`src/logic/rtc_defines.vh`:
```
// Constants of the real-time clock core: divider, field layout, reset values and timing.
// Assumes the including module runs on a 40 MHz core clock with synchronous inputs.
`ifndef RTC_DEFINES_VH
`define RTC_DEFINES_VH

`define RTC_XTAL_HZ        32768
`define RTC_CORE_HZ        40000000
`define RTC_DIV_W          15
`define RTC_DIV_LAST       15'h7fff
`define RTC_F4K_BIT        2
`define RTC_F1HZ_BIT       14

`define RTC_NVW_TYP_MS     12
`define RTC_NVW_MAX_MS     20
`define RTC_NVW_MAX_CYC    ((`RTC_NVW_MAX_MS * `RTC_CORE_HZ) / 1000)

`define RTC_FSEL_IRQ       3'h0
`define RTC_FSEL_1HZ       3'h1
`define RTC_FSEL_4K        3'h2
`define RTC_FSEL_32K       3'h3

`define RTC_SEC_LSB        0
`define RTC_MIN_LSB        8
`define RTC_HOUR_LSB       16
`define RTC_DATE_LSB       24
`define RTC_MON_LSB        32
`define RTC_YEAR_LSB       40
`define RTC_WDAY_LSB       48
`define RTC_NFIELD         7

`define RTC_SEC_RST        8'h00
`define RTC_MIN_RST        8'h00
`define RTC_HOUR_RST       8'h00
`define RTC_DATE_RST       8'h01
`define RTC_MON_RST        8'h01
`define RTC_YEAR_RST       8'h00
`define RTC_WDAY_RST       8'h00

`define RTC_SEC_MAX        8'h59
`define RTC_MIN_MAX        8'h59
`define RTC_HOUR_MAX       8'h23
`define RTC_MON_MAX        8'h12
`define RTC_YEAR_MAX       8'h99
`define RTC_WDAY_MAX       8'h06
`define RTC_FEB            8'h02

`define RTC_UID_RST        64'h5a5a_3c3c_0f0f_1234

`endif
```
`src/logic/rtc_core.v`:
```
// Real-time clock and calendar core with two alarms and a dual-function open-drain pin.
// Assumes a serial front end that turns serial-clock events into one-cycle strobes on core_clk_i.
`timescale 1ns/1ps
`include "rtc_defines.vh"

module rtc_core #(
    parameter        NVW_CYC = `RTC_NVW_MAX_CYC,
    parameter [63:0] UID     = `RTC_UID_RST
) (
    input  wire        core_clk_i,
    input  wire        srst_i,
    input  wire        crystal_amp_input_i,
    output wire        crystal_amp_output_o,
    input  wire        set_time_i,
    input  wire [55:0] set_value_i,
    input  wire        snapshot_i,
    output wire [55:0] time_snapshot_o,
    output wire        clock_running_o,
    input  wire [55:0] alarm_a_value_i,
    input  wire [6:0]  alarm_a_enable_i,
    input  wire [55:0] alarm_b_value_i,
    input  wire [6:0]  alarm_b_enable_i,
    input  wire [1:0]  alarm_pulse_mode_i,
    input  wire [1:0]  alarm_rearm_i,
    input  wire [1:0]  alarm_irq_en_i,
    input  wire        status_read_start_i,
    input  wire        status_read_done_i,
    output wire        alarm_a_match_flag_o,
    output wire        alarm_b_match_flag_o,
    input  wire [2:0]  fout_sel_i,
    output wire        alarm_or_clock_out_pin_o,
    output wire        alarm_or_clock_out_pin_oe_o,
    output wire [63:0] unique_id_o,
    input  wire        nv_write_stop_i,
    output wire        nv_write_busy_o
);

    localparam [31:0] NVW_LAST = NVW_CYC - 1;

    // Adds one to a two-digit BCD value.
    function [7:0] bcd_inc;
        input [7:0] v;
        begin
            if (v[3:0] == 4'h9) begin
                bcd_inc = {v[7:4] + 4'h1, 4'h0};
            end else begin
                bcd_inc = {v[7:4], v[3:0] + 4'h1};
            end
        end
    endfunction

    // BCD year divisible by four: even tens with units 0, 4, 8, or odd tens with units 2, 6.
    function leap_year;
        input [7:0] y;
        begin
            if (y[4] == 1'b0) begin
                leap_year = (y[3:0] == 4'h0) || (y[3:0] == 4'h4) || (y[3:0] == 4'h8);
            end else begin
                leap_year = (y[3:0] == 4'h2) || (y[3:0] == 4'h6);
            end
        end
    endfunction

    // Last date of a month in BCD.
    function [7:0] month_days;
        input [7:0] m;
        input [7:0] y;
        begin
            case (m)
                8'h04, 8'h06, 8'h09, 8'h11: month_days = 8'h30;
                `RTC_FEB:                   month_days = leap_year(y) ? 8'h29 : 8'h28;
                default:                    month_days = 8'h31;
            endcase
        end
    endfunction

    // True when every enabled field equals the running time and at least one field is enabled.
    function alarm_hit;
        input [55:0] val;
        input [6:0]  en;
        input [55:0] now;
        integer      k;
        reg          ok;
        begin
            ok = |en;
            for (k = 0; k < `RTC_NFIELD; k = k + 1) begin
                if (en[k] && (val[k*8 +: 8] != now[k*8 +: 8])) begin
                    ok = 1'b0;
                end
            end
            alarm_hit = ok;
        end
    endfunction

    reg                   xtal_q;
    reg                   xamp_q;
    reg [`RTC_DIV_W-1:0]  div_q;
    reg                   tick_q;
    reg                   run_q;
    reg [7:0]             sec_q;
    reg [7:0]             min_q;
    reg [7:0]             hour_q;
    reg [7:0]             date_q;
    reg [7:0]             mon_q;
    reg [7:0]             year_q;
    reg [7:0]             wday_q;
    reg [55:0]            snap_q;
    reg [1:0]             armed_q;
    reg [1:0]             flag_q;
    reg [1:0]             pend_q;
    reg                   pin_q;
    reg                   pin_oe_q;
    reg [63:0]            uid_q;
    reg [31:0]            nvw_cnt_q;
    reg                   nvw_busy_q;

    wire        xtal_rise = crystal_amp_input_i & ~xtal_q;
    wire        sec_tick  = run_q & xtal_rise & (div_q == `RTC_DIV_LAST);
    wire [55:0] now_vec   = {wday_q, year_q, mon_q, date_q, hour_q, min_q, sec_q};
    wire [1:0]  hit;

    // Crystal sampling and the inverting amplifier that keeps the resonator going.
    always @(posedge core_clk_i) begin
        if (srst_i) begin
            xtal_q <= 1'b0;
            xamp_q <= 1'b1;
        end else begin
            xtal_q <= crystal_amp_input_i;
            xamp_q <= ~crystal_amp_input_i;
        end
    end

    // Divide by 32768 to form the second tick.
    always @(posedge core_clk_i) begin
        if (srst_i) begin
            div_q  <= {`RTC_DIV_W{1'b0}};
            tick_q <= 1'b0;
        end else begin
            if (set_time_i) begin
                div_q <= {`RTC_DIV_W{1'b0}};
            end else if (xtal_rise) begin
                div_q <= div_q + 1'b1;
            end
            tick_q <= sec_tick;
        end
    end

    // Time and calendar counters; the clock stays stopped until it has been set once.
    always @(posedge core_clk_i) begin
        if (srst_i) begin
            run_q  <= 1'b0;
            sec_q  <= `RTC_SEC_RST;
            min_q  <= `RTC_MIN_RST;
            hour_q <= `RTC_HOUR_RST;
            date_q <= `RTC_DATE_RST;
            mon_q  <= `RTC_MON_RST;
            year_q <= `RTC_YEAR_RST;
            wday_q <= `RTC_WDAY_RST;
        end else if (set_time_i) begin
            run_q  <= 1'b1;
            sec_q  <= set_value_i[`RTC_SEC_LSB  +: 8];
            min_q  <= set_value_i[`RTC_MIN_LSB  +: 8];
            hour_q <= set_value_i[`RTC_HOUR_LSB +: 8];
            date_q <= set_value_i[`RTC_DATE_LSB +: 8];
            mon_q  <= set_value_i[`RTC_MON_LSB  +: 8];
            year_q <= set_value_i[`RTC_YEAR_LSB +: 8];
            wday_q <= set_value_i[`RTC_WDAY_LSB +: 8];
        end else if (sec_tick) begin
            if (sec_q != `RTC_SEC_MAX) begin
                sec_q <= bcd_inc(sec_q);
            end else begin
                sec_q <= 8'h00;
                if (min_q != `RTC_MIN_MAX) begin
                    min_q <= bcd_inc(min_q);
                end else begin
                    min_q <= 8'h00;
                    if (hour_q != `RTC_HOUR_MAX) begin
                        hour_q <= bcd_inc(hour_q);
                    end else begin
                        hour_q <= 8'h00;
                        wday_q <= (wday_q == `RTC_WDAY_MAX) ? 8'h00 : bcd_inc(wday_q);
                        if (date_q != month_days(mon_q, year_q)) begin
                            date_q <= bcd_inc(date_q);
                        end else begin
                            date_q <= 8'h01;
                            if (mon_q != `RTC_MON_MAX) begin
                                mon_q <= bcd_inc(mon_q);
                            end else begin
                                mon_q  <= 8'h01;
                                year_q <= (year_q == `RTC_YEAR_MAX) ? 8'h00 : bcd_inc(year_q);
                            end
                        end
                    end
                end
            end
        end
    end

    // The holding latch keeps a read stable while the counters run on.
    always @(posedge core_clk_i) begin
        if (srst_i) begin
            snap_q <= 56'h0;
        end else if (snapshot_i) begin
            snap_q <= now_vec;
        end
    end

    // Alarm comparison one cycle after the counters advance.
    generate
        genvar g;
        for (g = 0; g < 2; g = g + 1) begin : g_alarm
            wire [55:0] val = (g == 0) ? alarm_a_value_i : alarm_b_value_i;
            wire [6:0]  en  = (g == 0) ? alarm_a_enable_i : alarm_b_enable_i;
            assign hit[g] = tick_q & armed_q[g] & alarm_hit(val, en, now_vec);

            always @(posedge core_clk_i) begin
                if (srst_i) begin
                    armed_q[g] <= 1'b1;
                    flag_q[g]  <= 1'b0;
                    pend_q[g]  <= 1'b0;
                end else begin
                    if (alarm_rearm_i[g]) begin
                        armed_q[g] <= 1'b1;
                    end else if (hit[g] && !alarm_pulse_mode_i[g]) begin
                        armed_q[g] <= 1'b0;
                    end
                    // A finished read drops its pending set, so a later done strobe clears nothing.
                    if (status_read_start_i) begin
                        pend_q[g] <= flag_q[g];
                    end else if (status_read_done_i) begin
                        pend_q[g] <= 1'b0;
                    end
                    // A match in the clearing cycle keeps the flag set.
                    flag_q[g] <= hit[g] | (flag_q[g] & ~(status_read_done_i & pend_q[g]));
                end
            end
        end
    endgenerate

    // Dual-function pin: open drain, so enable high means the pin is pulled low.
    reg fclk;
    reg drive_low;
    always @* begin
        fclk      = 1'b1;
        drive_low = 1'b0;
        case (fout_sel_i)
            `RTC_FSEL_IRQ: drive_low = |(flag_q & alarm_irq_en_i);
            `RTC_FSEL_1HZ: fclk = div_q[`RTC_F1HZ_BIT];
            `RTC_FSEL_4K:  fclk = div_q[`RTC_F4K_BIT];
            `RTC_FSEL_32K: fclk = xtal_q;
            default:       fclk = 1'b1;
        endcase
        if (fout_sel_i != `RTC_FSEL_IRQ) begin
            drive_low = ~fclk;
        end
    end

    always @(posedge core_clk_i) begin
        if (srst_i) begin
            pin_q    <= 1'b0;
            pin_oe_q <= 1'b0;
        end else begin
            pin_q    <= 1'b0;
            pin_oe_q <= drive_low;
        end
    end

    // Identifier loaded from RTC_UID_RST in reset and from UID after it; nothing can write it.
    always @(posedge core_clk_i) begin
        if (srst_i) begin
            uid_q <= `RTC_UID_RST;
        end else begin
            uid_q <= UID;
        end
    end

    // Self-timed non-volatile write started by the stop of a valid write.
    always @(posedge core_clk_i) begin
        if (srst_i) begin
            nvw_cnt_q  <= 32'h0;
            nvw_busy_q <= 1'b0;
        end else if (nv_write_stop_i && !nvw_busy_q) begin
            nvw_cnt_q  <= 32'h0;
            nvw_busy_q <= 1'b1;
        end else if (nvw_busy_q) begin
            nvw_cnt_q <= nvw_cnt_q + 32'h1;
            if (nvw_cnt_q == NVW_LAST) begin
                nvw_busy_q <= 1'b0;
            end
        end
    end

    // Serial-clock events arrive as strobes; nv_write_stop_i is ignored while a write cycle is busy.
    assign crystal_amp_output_o        = xamp_q;
    assign time_snapshot_o             = snap_q;
    assign clock_running_o             = run_q;
    assign alarm_a_match_flag_o        = flag_q[0];
    assign alarm_b_match_flag_o        = flag_q[1];
    assign alarm_or_clock_out_pin_o    = pin_q;
    assign alarm_or_clock_out_pin_oe_o = pin_oe_q;
    assign unique_id_o                 = uid_q;
    assign nv_write_busy_o             = nvw_busy_q;

endmodule

```
`config.mk`:
```
export PLATFORM = sky130hd
export DESIGN_NAME = rtc_core
export DESIGN_NICKNAME = d
export VERILOG_FILES = /design/src/logic/rtc_core.v
export VERILOG_INCLUDE_DIRS = /design/src /design/src/logic
export SDC_FILE = /design/constraint.sdc
export NUM_CORES = 1
export LEC_CHECK = 0
export BUFFER_PORTS_ARGS = -buffer_cell sky130_fd_sc_hd__buf_2
export CAP_MARGIN = 20
export CELL_PAD_IN_SITES_DETAIL_PLACEMENT = 0
export CELL_PAD_IN_SITES_GLOBAL_PLACEMENT = 1
export CORE_ASPECT_RATIO = 1.75
export CORE_MARGIN = 4
export CORE_UTILIZATION = 38
export CTS_CLUSTER_SIZE = 24
export DETAILED_ROUTE_END_ITERATION = 8
export GPL_TIMING_DRIVEN = 0
export PLACE_DENSITY_LB_ADDON = 0.1
export SLEW_MARGIN = 10
export SYNTH_ARGS = -nofsm -noshare
export SYNTH_HDL_FRONTEND = slang
export SYNTH_SLANG_ARGS = --single-unit
```
`constraint.sdc`:
```
create_clock -name core_clk_i -period 4 [get_ports core_clk_i]
set_clock_uncertainty 0.15 [all_clocks]
set_input_delay 0 -clock core_clk_i [delete_from_list [all_inputs] [get_ports core_clk_i]]
set_output_delay 0 -clock core_clk_i [all_outputs]
set_load 0.01 [all_outputs]
```
==> metrics.csv, run 1 <==
metric,value,unit
status,finished clean,
Core Rows,79,
post-synthesis register bit count,171,
Combinational Power Share,18.7,%
CTS Sinks,171,
Final period util,95.0,%
wire per inst,19.4,um
Post-CTS Setup Repair Bufs,0,
"commonest non-fill, non-tap cells in the layout","273 x buf_2, 171 x dfxtp_1, 160 x nor2_1",
top fanout value on the critical path,10,
FILL cells,2738,
gr ovfl total,0,
"most common cell after layout, fill and taps aside",buf_2,
"Worst Path Class, Setup",reg -> reg,
Initial DRC Count,573,
synthesized area per cell,8.18,um^2
Synth async-reset ratio,0,%
post-route ant nets,0,
total core area,26800,um^2
maximum buffer depth of the clock tree,2,
Power Total,4.59,mW
I/O Pins,326,
ratio of cells with drive above 1 in the final layout,23.1,%
largest net degree at the start of global routing,17,
unrepaired setup endpoints after global routing,no,
instance count of the mapped netlist,1271,
Port-buffer cells,258,
Power per Cell Area,334,nW/um^2
Die X,133,um
initial antenna violation count,0,
DIE HEIGHT,227,um
Netlist Area Pre-Place,10400,um^2
CTS HTree Levels,4,
CTS root buf,clkbuf_16,
ys flop type,dfxtp_1,
Int Pwr,3.35,mW
vias in the first global route,10600,
Slew Limit Fails,0,
Starting Density,38.8,%
worst rel slew slack,34.6,%
Crit-path slowest cell,dlygate4sd3_1,
final net count,1902,
Post-synth EDFFs,0,
detailed-route DRC error count,0,
first-pass GRT wire length,60.0,mm
Yosys warning count,0,
sequential area share after synthesis,32.9,%
Clock Power Share,42.0,%
Least-Margin Pin Slew,0.981,ns
Crit path required time,4.25,ns
clk_lat worst skew,0.45,ns
leak pwr,5.69,nW
wire length after detailed routing,39.9,mm
sequential power share,39.3,%
Buf/Inv on CP,4,
vias,10500,
Slowest Stage Delay on Critical Path,0.58,ns
Yosys cell types,73,
clock buffer count from CTS,17,
Pre-Repair DR Iteration Count,5,
Sw Share,27.0,%
Die Area,30200,um^2
routability cong.,0.868,
startpoint types,flip-flop,
endpoints failing setup,0,
Min-Delay Path Class,in -> reg,
"Hold Vio Cnt, Final",0,
"Cell Chain, Critical Path","clkbuf_1, inv_1, ha_1, or3b_1, a2111oi_4, nor3_2, mux2i_1, buf_4, o31ai_1, a311oi_1, dlygate4sd3_1",
Critical Path AT,4.05,ns
max-cap viol count,0,
Worst-path clk slew,0.07,ns
worst vdd ir,0.298,mV
achievable frequency,0.263,GHz
hpwl dp,31.2,mm
CTS tree,done,
TNS Setup,0,ns
CP endpoint kind,flip-flop,
CP top delay family,buffers and inverters,
Switch Pwr,1.24,mW
Area Growth Syn to Fin,32.3,%
fin crit period,3.80,ns
vias per cell,5.12,
global-route usage over all layers,26.0,%
-- power by group through the flow --
stage	clock, mW	combinational, mW	sequential, mW
3_3_place_gp	0	0.790	1.84
3_5_place_dp	0	0.798	1.84
6_report	1.93	0.858	1.81
4_1_cts	1.96	0.856	1.81
2_1_floorplan	0	0.495	1.84
5_1_grt	2.03	0.937	1.81
-- layout make-up --
type / instances / area [um^2] / share of cell area [%]
well taps: 364 / 455 / 3.31
clock buffers: 19 / 453 / 3.29
diodes: 1 / 2.50 / 0.0182
clock inverters: 12 / 218 / 1.58
repair buffers: 328 / 1990 / 14.5
flip-flops and latches: 171 / 3420 / 24.9
inverters: 36 / 135 / 0.983
plain buffers: 160 / 875 / 6.36
multi-input cells: 967 / 6200 / 45.1
-- path summary, 6_finish.rpt --
check / start / to / slack, ns / cells past startpoint
worst max register to register: mon_q[5]$_SDFFE_PP0P_ / year_q[4]$_SDFFE_PP0P_ / 0.20 / 11
worst min-delay path: snapshot_i / time_snapshot_o[14]$_SDFFE_PP0P_ / 0.03 / 3
worst max-delay path: mon_q[5]$_SDFFE_PP0P_ / year_q[4]$_SDFFE_PP0P_ / 0.20 / 11
worst min register to register: div_q[1]$_SDFFE_PP0P_ / div_q[1]$_SDFFE_PP0P_ / 0.33 / 2
-- registers in the layout, indices dropped and copies added (netlist names), 2 cells and up --
signal and flops:
armed_q 2, mon_q 8, wday_q 8, div_q 15, min_q 8, hour_q 8, pend_q 2, nvw_cnt_q 32
sec_q 8, year_q 8, date_q 8, time_snapshot_o 56
-- timing repair --
action | CTS | global route
resized for setup | 0 | 0
endpoints found under the hold margin | 71 | 0
hold buffers | 70 | 0
-- per-layer routing --
| metal | vias to the layer above | part of all wire (%) | global-route usage [%] |
|---|---|---|---|
| li1 | 5103 | - | - |
| met4 | 0 | 4.5 | 13.1 |
| met1 | 4989 | 36 | 26.7 |
| met3 | 82 | 4.8 | 4.35 |
| met2 | 369 | 55 | 50.1 |
| met5 | - | 0 | 0 |
-- kinds of logic after synthesis --
kind of cell               share of synthesized area [%]
buffers and inverters                               9.71
DFF                                                 32.9
AOI/OAI and AO/OA                                   12.5
xor gates and xnor gates                            12.9
adders and majority gates                           2.65
and+or+nand+nor                                     22.6
muxes                                               6.68
other                                             0.0722
-- stage by stage --
step | util, % | hold WS [ns] | instance area, um^2 | setup slack (ns) | std cells
floorplan | - | -0.0734 | 10600 | 1.25 | 1334
global placement | 46.2 | 0.0150 | 12400 | 0.727 | 1956
detailed placement | 46.2 | 0.0263 | 12400 | 0.744 | 1956
CTS | 51.3 | 0.00600 | 13800 | 0.308 | 2057
global route | 51.3 | 0.0570 | 13800 | 0.0562 | 2057
finish | 51.3 | 0.0311 | 13800 | 0.199 | 2058
-- synth_stat cells, drive strengths merged (3+ instances only) --
library cell  count  area [um^2]
nand4            57          363
o211ai            5         37.5
inv              36          135
or3              18          113
a22oi             3         22.5
a311oi            5         43.8
a211oi           18          140
o22ai             5         31.3
o311a             3         30.0
nor2            160          601
a2111oi           3         70.1
mux2i            66          661
a211o             3         26.3
xor2             22          193
a31oi            11         68.8
or4               3         26.3
o31ai             9         67.6
o21ai            60          300
nand3            35          175
nor3b             5         37.5
xnor2           131         1150
and2              7         43.8
nor4b             6         67.6
nand2            75          282
nor2b             7         43.8
buf              92          619
or2               3         18.8
nand2b            5         31.3
and3             20          125
ha               22          275
dfxtp           171         3420
nand3b            5         37.5
nor3             22          125
a21oi            54          270
nor4             20          153
clkbuf           68          255
a32oi             3         26.3
-- worst reg2reg max path, stage by stage, from the launching register on --
cell,delay [ns]
dfxtp_1,0.31
clkbuf_1,0.22
inv_1,0.13
ha_1,0.21
or3b_1,0.43
a2111oi_4,0.42
nor3_2,0.12
mux2i_1,0.52
buf_4,0.31
o31ai_1,0.10
a311oi_1,0.25
dlygate4sd3_1,0.58
Note: power is estimated with default switching activity, not from simulation.
==> run 2, diff against run 1 <==
--- a/config.mk
+++ b/config.mk
@@ -17,6 +17,7 @@
 export DETAILED_ROUTE_END_ITERATION = 8
 export GPL_TIMING_DRIVEN = 0
 export PLACE_DENSITY_LB_ADDON = 0.1
+export REMOVE_ABC_BUFFERS = 1
 export SLEW_MARGIN = 10
 export SYNTH_ARGS = -nofsm -noshare
 export SYNTH_HDL_FRONTEND = slang
==> run 2 against run 1 <==
Net effect:
- critical endpoint is now mon_q[5]$_SDFFE_PP0P_
- clock power decreased by 10%
- design area decreased by 3.3%
- largest power group is now registers
- largest cell class unchanged
- die area unchanged
==> metrics.csv, run 2 (synthesis gave the netlist of run 1 again) <==
metric,value,unit,change
design area,13300,um^2,was 13800 um^2
unrepaired setup endpoints after global routing,no,,unchanged
initial antenna violation count,4,,was 0
Critical Path AT,3.92,ns,was 4.05 ns
"Worst Path Class, Setup",reg -> reg,,unchanged
status,finished clean,,unchanged
gr ovfl total,0,,unchanged
vias,9955,,was 10500
"Cell Area, Placed",11700,um^2,was 12400 um^2
"most common cell after layout, fill and taps aside",buf_2,,unchanged
CTS tree,done,,unchanged
Initial DRC Count,521,,was 573
Core Rows,79,,unchanged
Area Growth Syn to Fin,27.9,%,was 32.3%
Power per Cell Area,326,nW/um^2,was 334 nW/um^2
endpoints failing setup,0,,unchanged
CP endpoint kind,flip-flop,,unchanged
detailed-route DRC error count,0,,unchanged
Crit path required time,4.25,ns,about the same
startpoint types,flip-flop,,unchanged
"commonest non-fill, non-tap cells in the layout","257 x buf_2, 171 x dfxtp_1, 160 x nor2_1",,"was 273 x buf_2, 171 x dfxtp_1, 160 x nor2_1"
worst vdd ir,0.286,mV,was 0.298 mV
hpwl dp,26.5,mm,was 31.2 mm
worst rel slew slack,26.5,%,was 34.6%
routability cong.,0.789,,was 0.868
Starting Density,38.8,%,unchanged
Min-Delay Path Class,in -> reg,,unchanged
achievable frequency,0.272,GHz,was 0.263 GHz
total core area,26800,um^2,unchanged
max-cap viol count,0,,unchanged
Least-Margin Pin Slew,1.10,ns,was 0.981 ns
vias in the first global route,9790,,was 10600
vias per cell,5.14,,was 5.12
clk_lat worst skew,0.46,ns,was 0.45 ns
Worst-path clk slew,0.07,ns,about the same
TNS Setup,0,ns,unchanged
"Cell Chain, Critical Path","inv_1, ha_1, or3b_1, o32a_1, nor3_2, mux2i_4, o31ai_1, a311oi_1, dlygate4sd3_1",,"was clkbuf_1, inv_1, ha_1, or3b_1, a2111oi_4, nor3_2, mux2i_1, buf_4, o31ai_1, a311oi_1, dlygate4sd3_1"
CTS Sinks,171,,unchanged
leak pwr,5.39,nW,was 5.69 nW
final net count,1780,,was 1902
I/O Pins,326,,unchanged
register area,3420,um^2,unchanged
clock buffer count from CTS,17,,unchanged
DIE HEIGHT,227,um,unchanged
CTS root buf,clkbuf_16,,unchanged
final worst setup slack,0.328,ns,was 0.199 ns
ratio of cells with drive above 1 in the final layout,20.5,%,was 23.1%
Crit-path slowest cell,mux2i_4,,was dlygate4sd3_1
wire length after detailed routing,35.4,mm,was 39.9 mm
CP top delay family,multiplexers,,was buffers and inverters
Pre-Repair DR Iteration Count,5,,unchanged
Multi-input gate area,6230,um^2,was 6200 um^2
Slew Limit Fails,0,,unchanged
Largest register FFs,56,,unchanged
Buf/Inv on CP,2,,was 4
largest net degree at the start of global routing,70,,was 17
maximum buffer depth of the clock tree,2,,unchanged
first-pass GRT wire length,54.5,mm,was 60.0 mm
CTS HTree Levels,4,,unchanged
dpl ws,0.284,ns,was 0.744 ns
"Hold Vio Cnt, Final",0,,unchanged
post-route ant nets,0,,unchanged
Port-buffer cells,260,,was 258
Final period util,91.8,%,was 95.0%
Slowest Stage Delay on Critical Path,0.75,ns,was 0.58 ns
wire per inst,18.3,um,was 19.4 um
top fanout value on the critical path,24,,was 10
FILL cells,2734,,was 2738
global-route usage over all layers,23.1,%,was 26.0%
fin crit period,3.67,ns,was 3.80 ns
Die Area,30200,um^2,unchanged
Post-CTS Setup Repair Bufs,0,,unchanged
Die X,133,um,unchanged
-- run 2: worst paths after layout --
| check | slack, ns | endpoint | start | cells past startpoint |
|---|---|---|---|---|
| worst max-delay path | 0.33 | mon_q[5]$_SDFFE_PP0P_ | mon_q[5]$_SDFFE_PP0P_ | 9 |
| worst min-delay path | 0.02 | alarm_b_match_flag_o$_SDFF_PP0_ | alarm_b_enable_i[1] | 5 |
| worst max register to register | 0.33 | mon_q[5]$_SDFFE_PP0P_ | mon_q[5]$_SDFFE_PP0P_ | 9 |
| worst min register to register | 0.33 | div_q[1]$_SDFFE_PP0P_ | div_q[1]$_SDFFE_PP0P_ | 2 |
-- run 2: repair_timing --
item                                    CTS  global route
endpoints found under the setup margin    0             4
hold buffers                            101             0
resized for setup                         0             2
hold endpoints to repair                117             0
-- run 2: per-stage QoR --
step	cells	hold slack, ns	power, mW	utilization, %
detailed placement	1803	0.0156	2.56	43.6
global placement	1798	0.0137	2.54	43.0
floorplan	1174	-0.0838	2.23	-
CTS	1936	0.00653	4.38	49.6
finish	1938	0.0178	4.33	49.6
global route	1938	0.0891	4.52	49.6
-- run 2: layout make-up --
class | count | share of cell area, %
multi-input cells | 967 | 46.9
clock inverters | 12 | 1.03
clock buffers | 20 | 3.51
flip-flops and latches | 171 | 25.8
diodes | 2 | 0.0377
well taps | 364 | 3.43
inverters | 36 | 1.02
repair buffers | 366 | 18.4
-- run 2: per-layer routing --
metal	track usage (%)	up-vias	share of wire [%]
met5	0	-	0.031
met4	9.03	2	2.9
met3	5.31	54	5.2
met2	43.2	300	53
met1	25.1	4722	38
li1	-	4877	-
-- run 2: where the power goes --
group          internal [mW]  total (mW)  switching [mW]
Sequential              1.76        1.89           0.129
Clock                  0.976        1.73           0.756
Combinational          0.359       0.704           0.345
Total                   3.10        4.33            1.23
-- run 2: worst min-delay path, delay by kind of cell --
family / cells / cell delay (ns)
simple gates: 2 / 0.27
compound gates: 2 / 0.19
buf+inv: 1 / 0.11
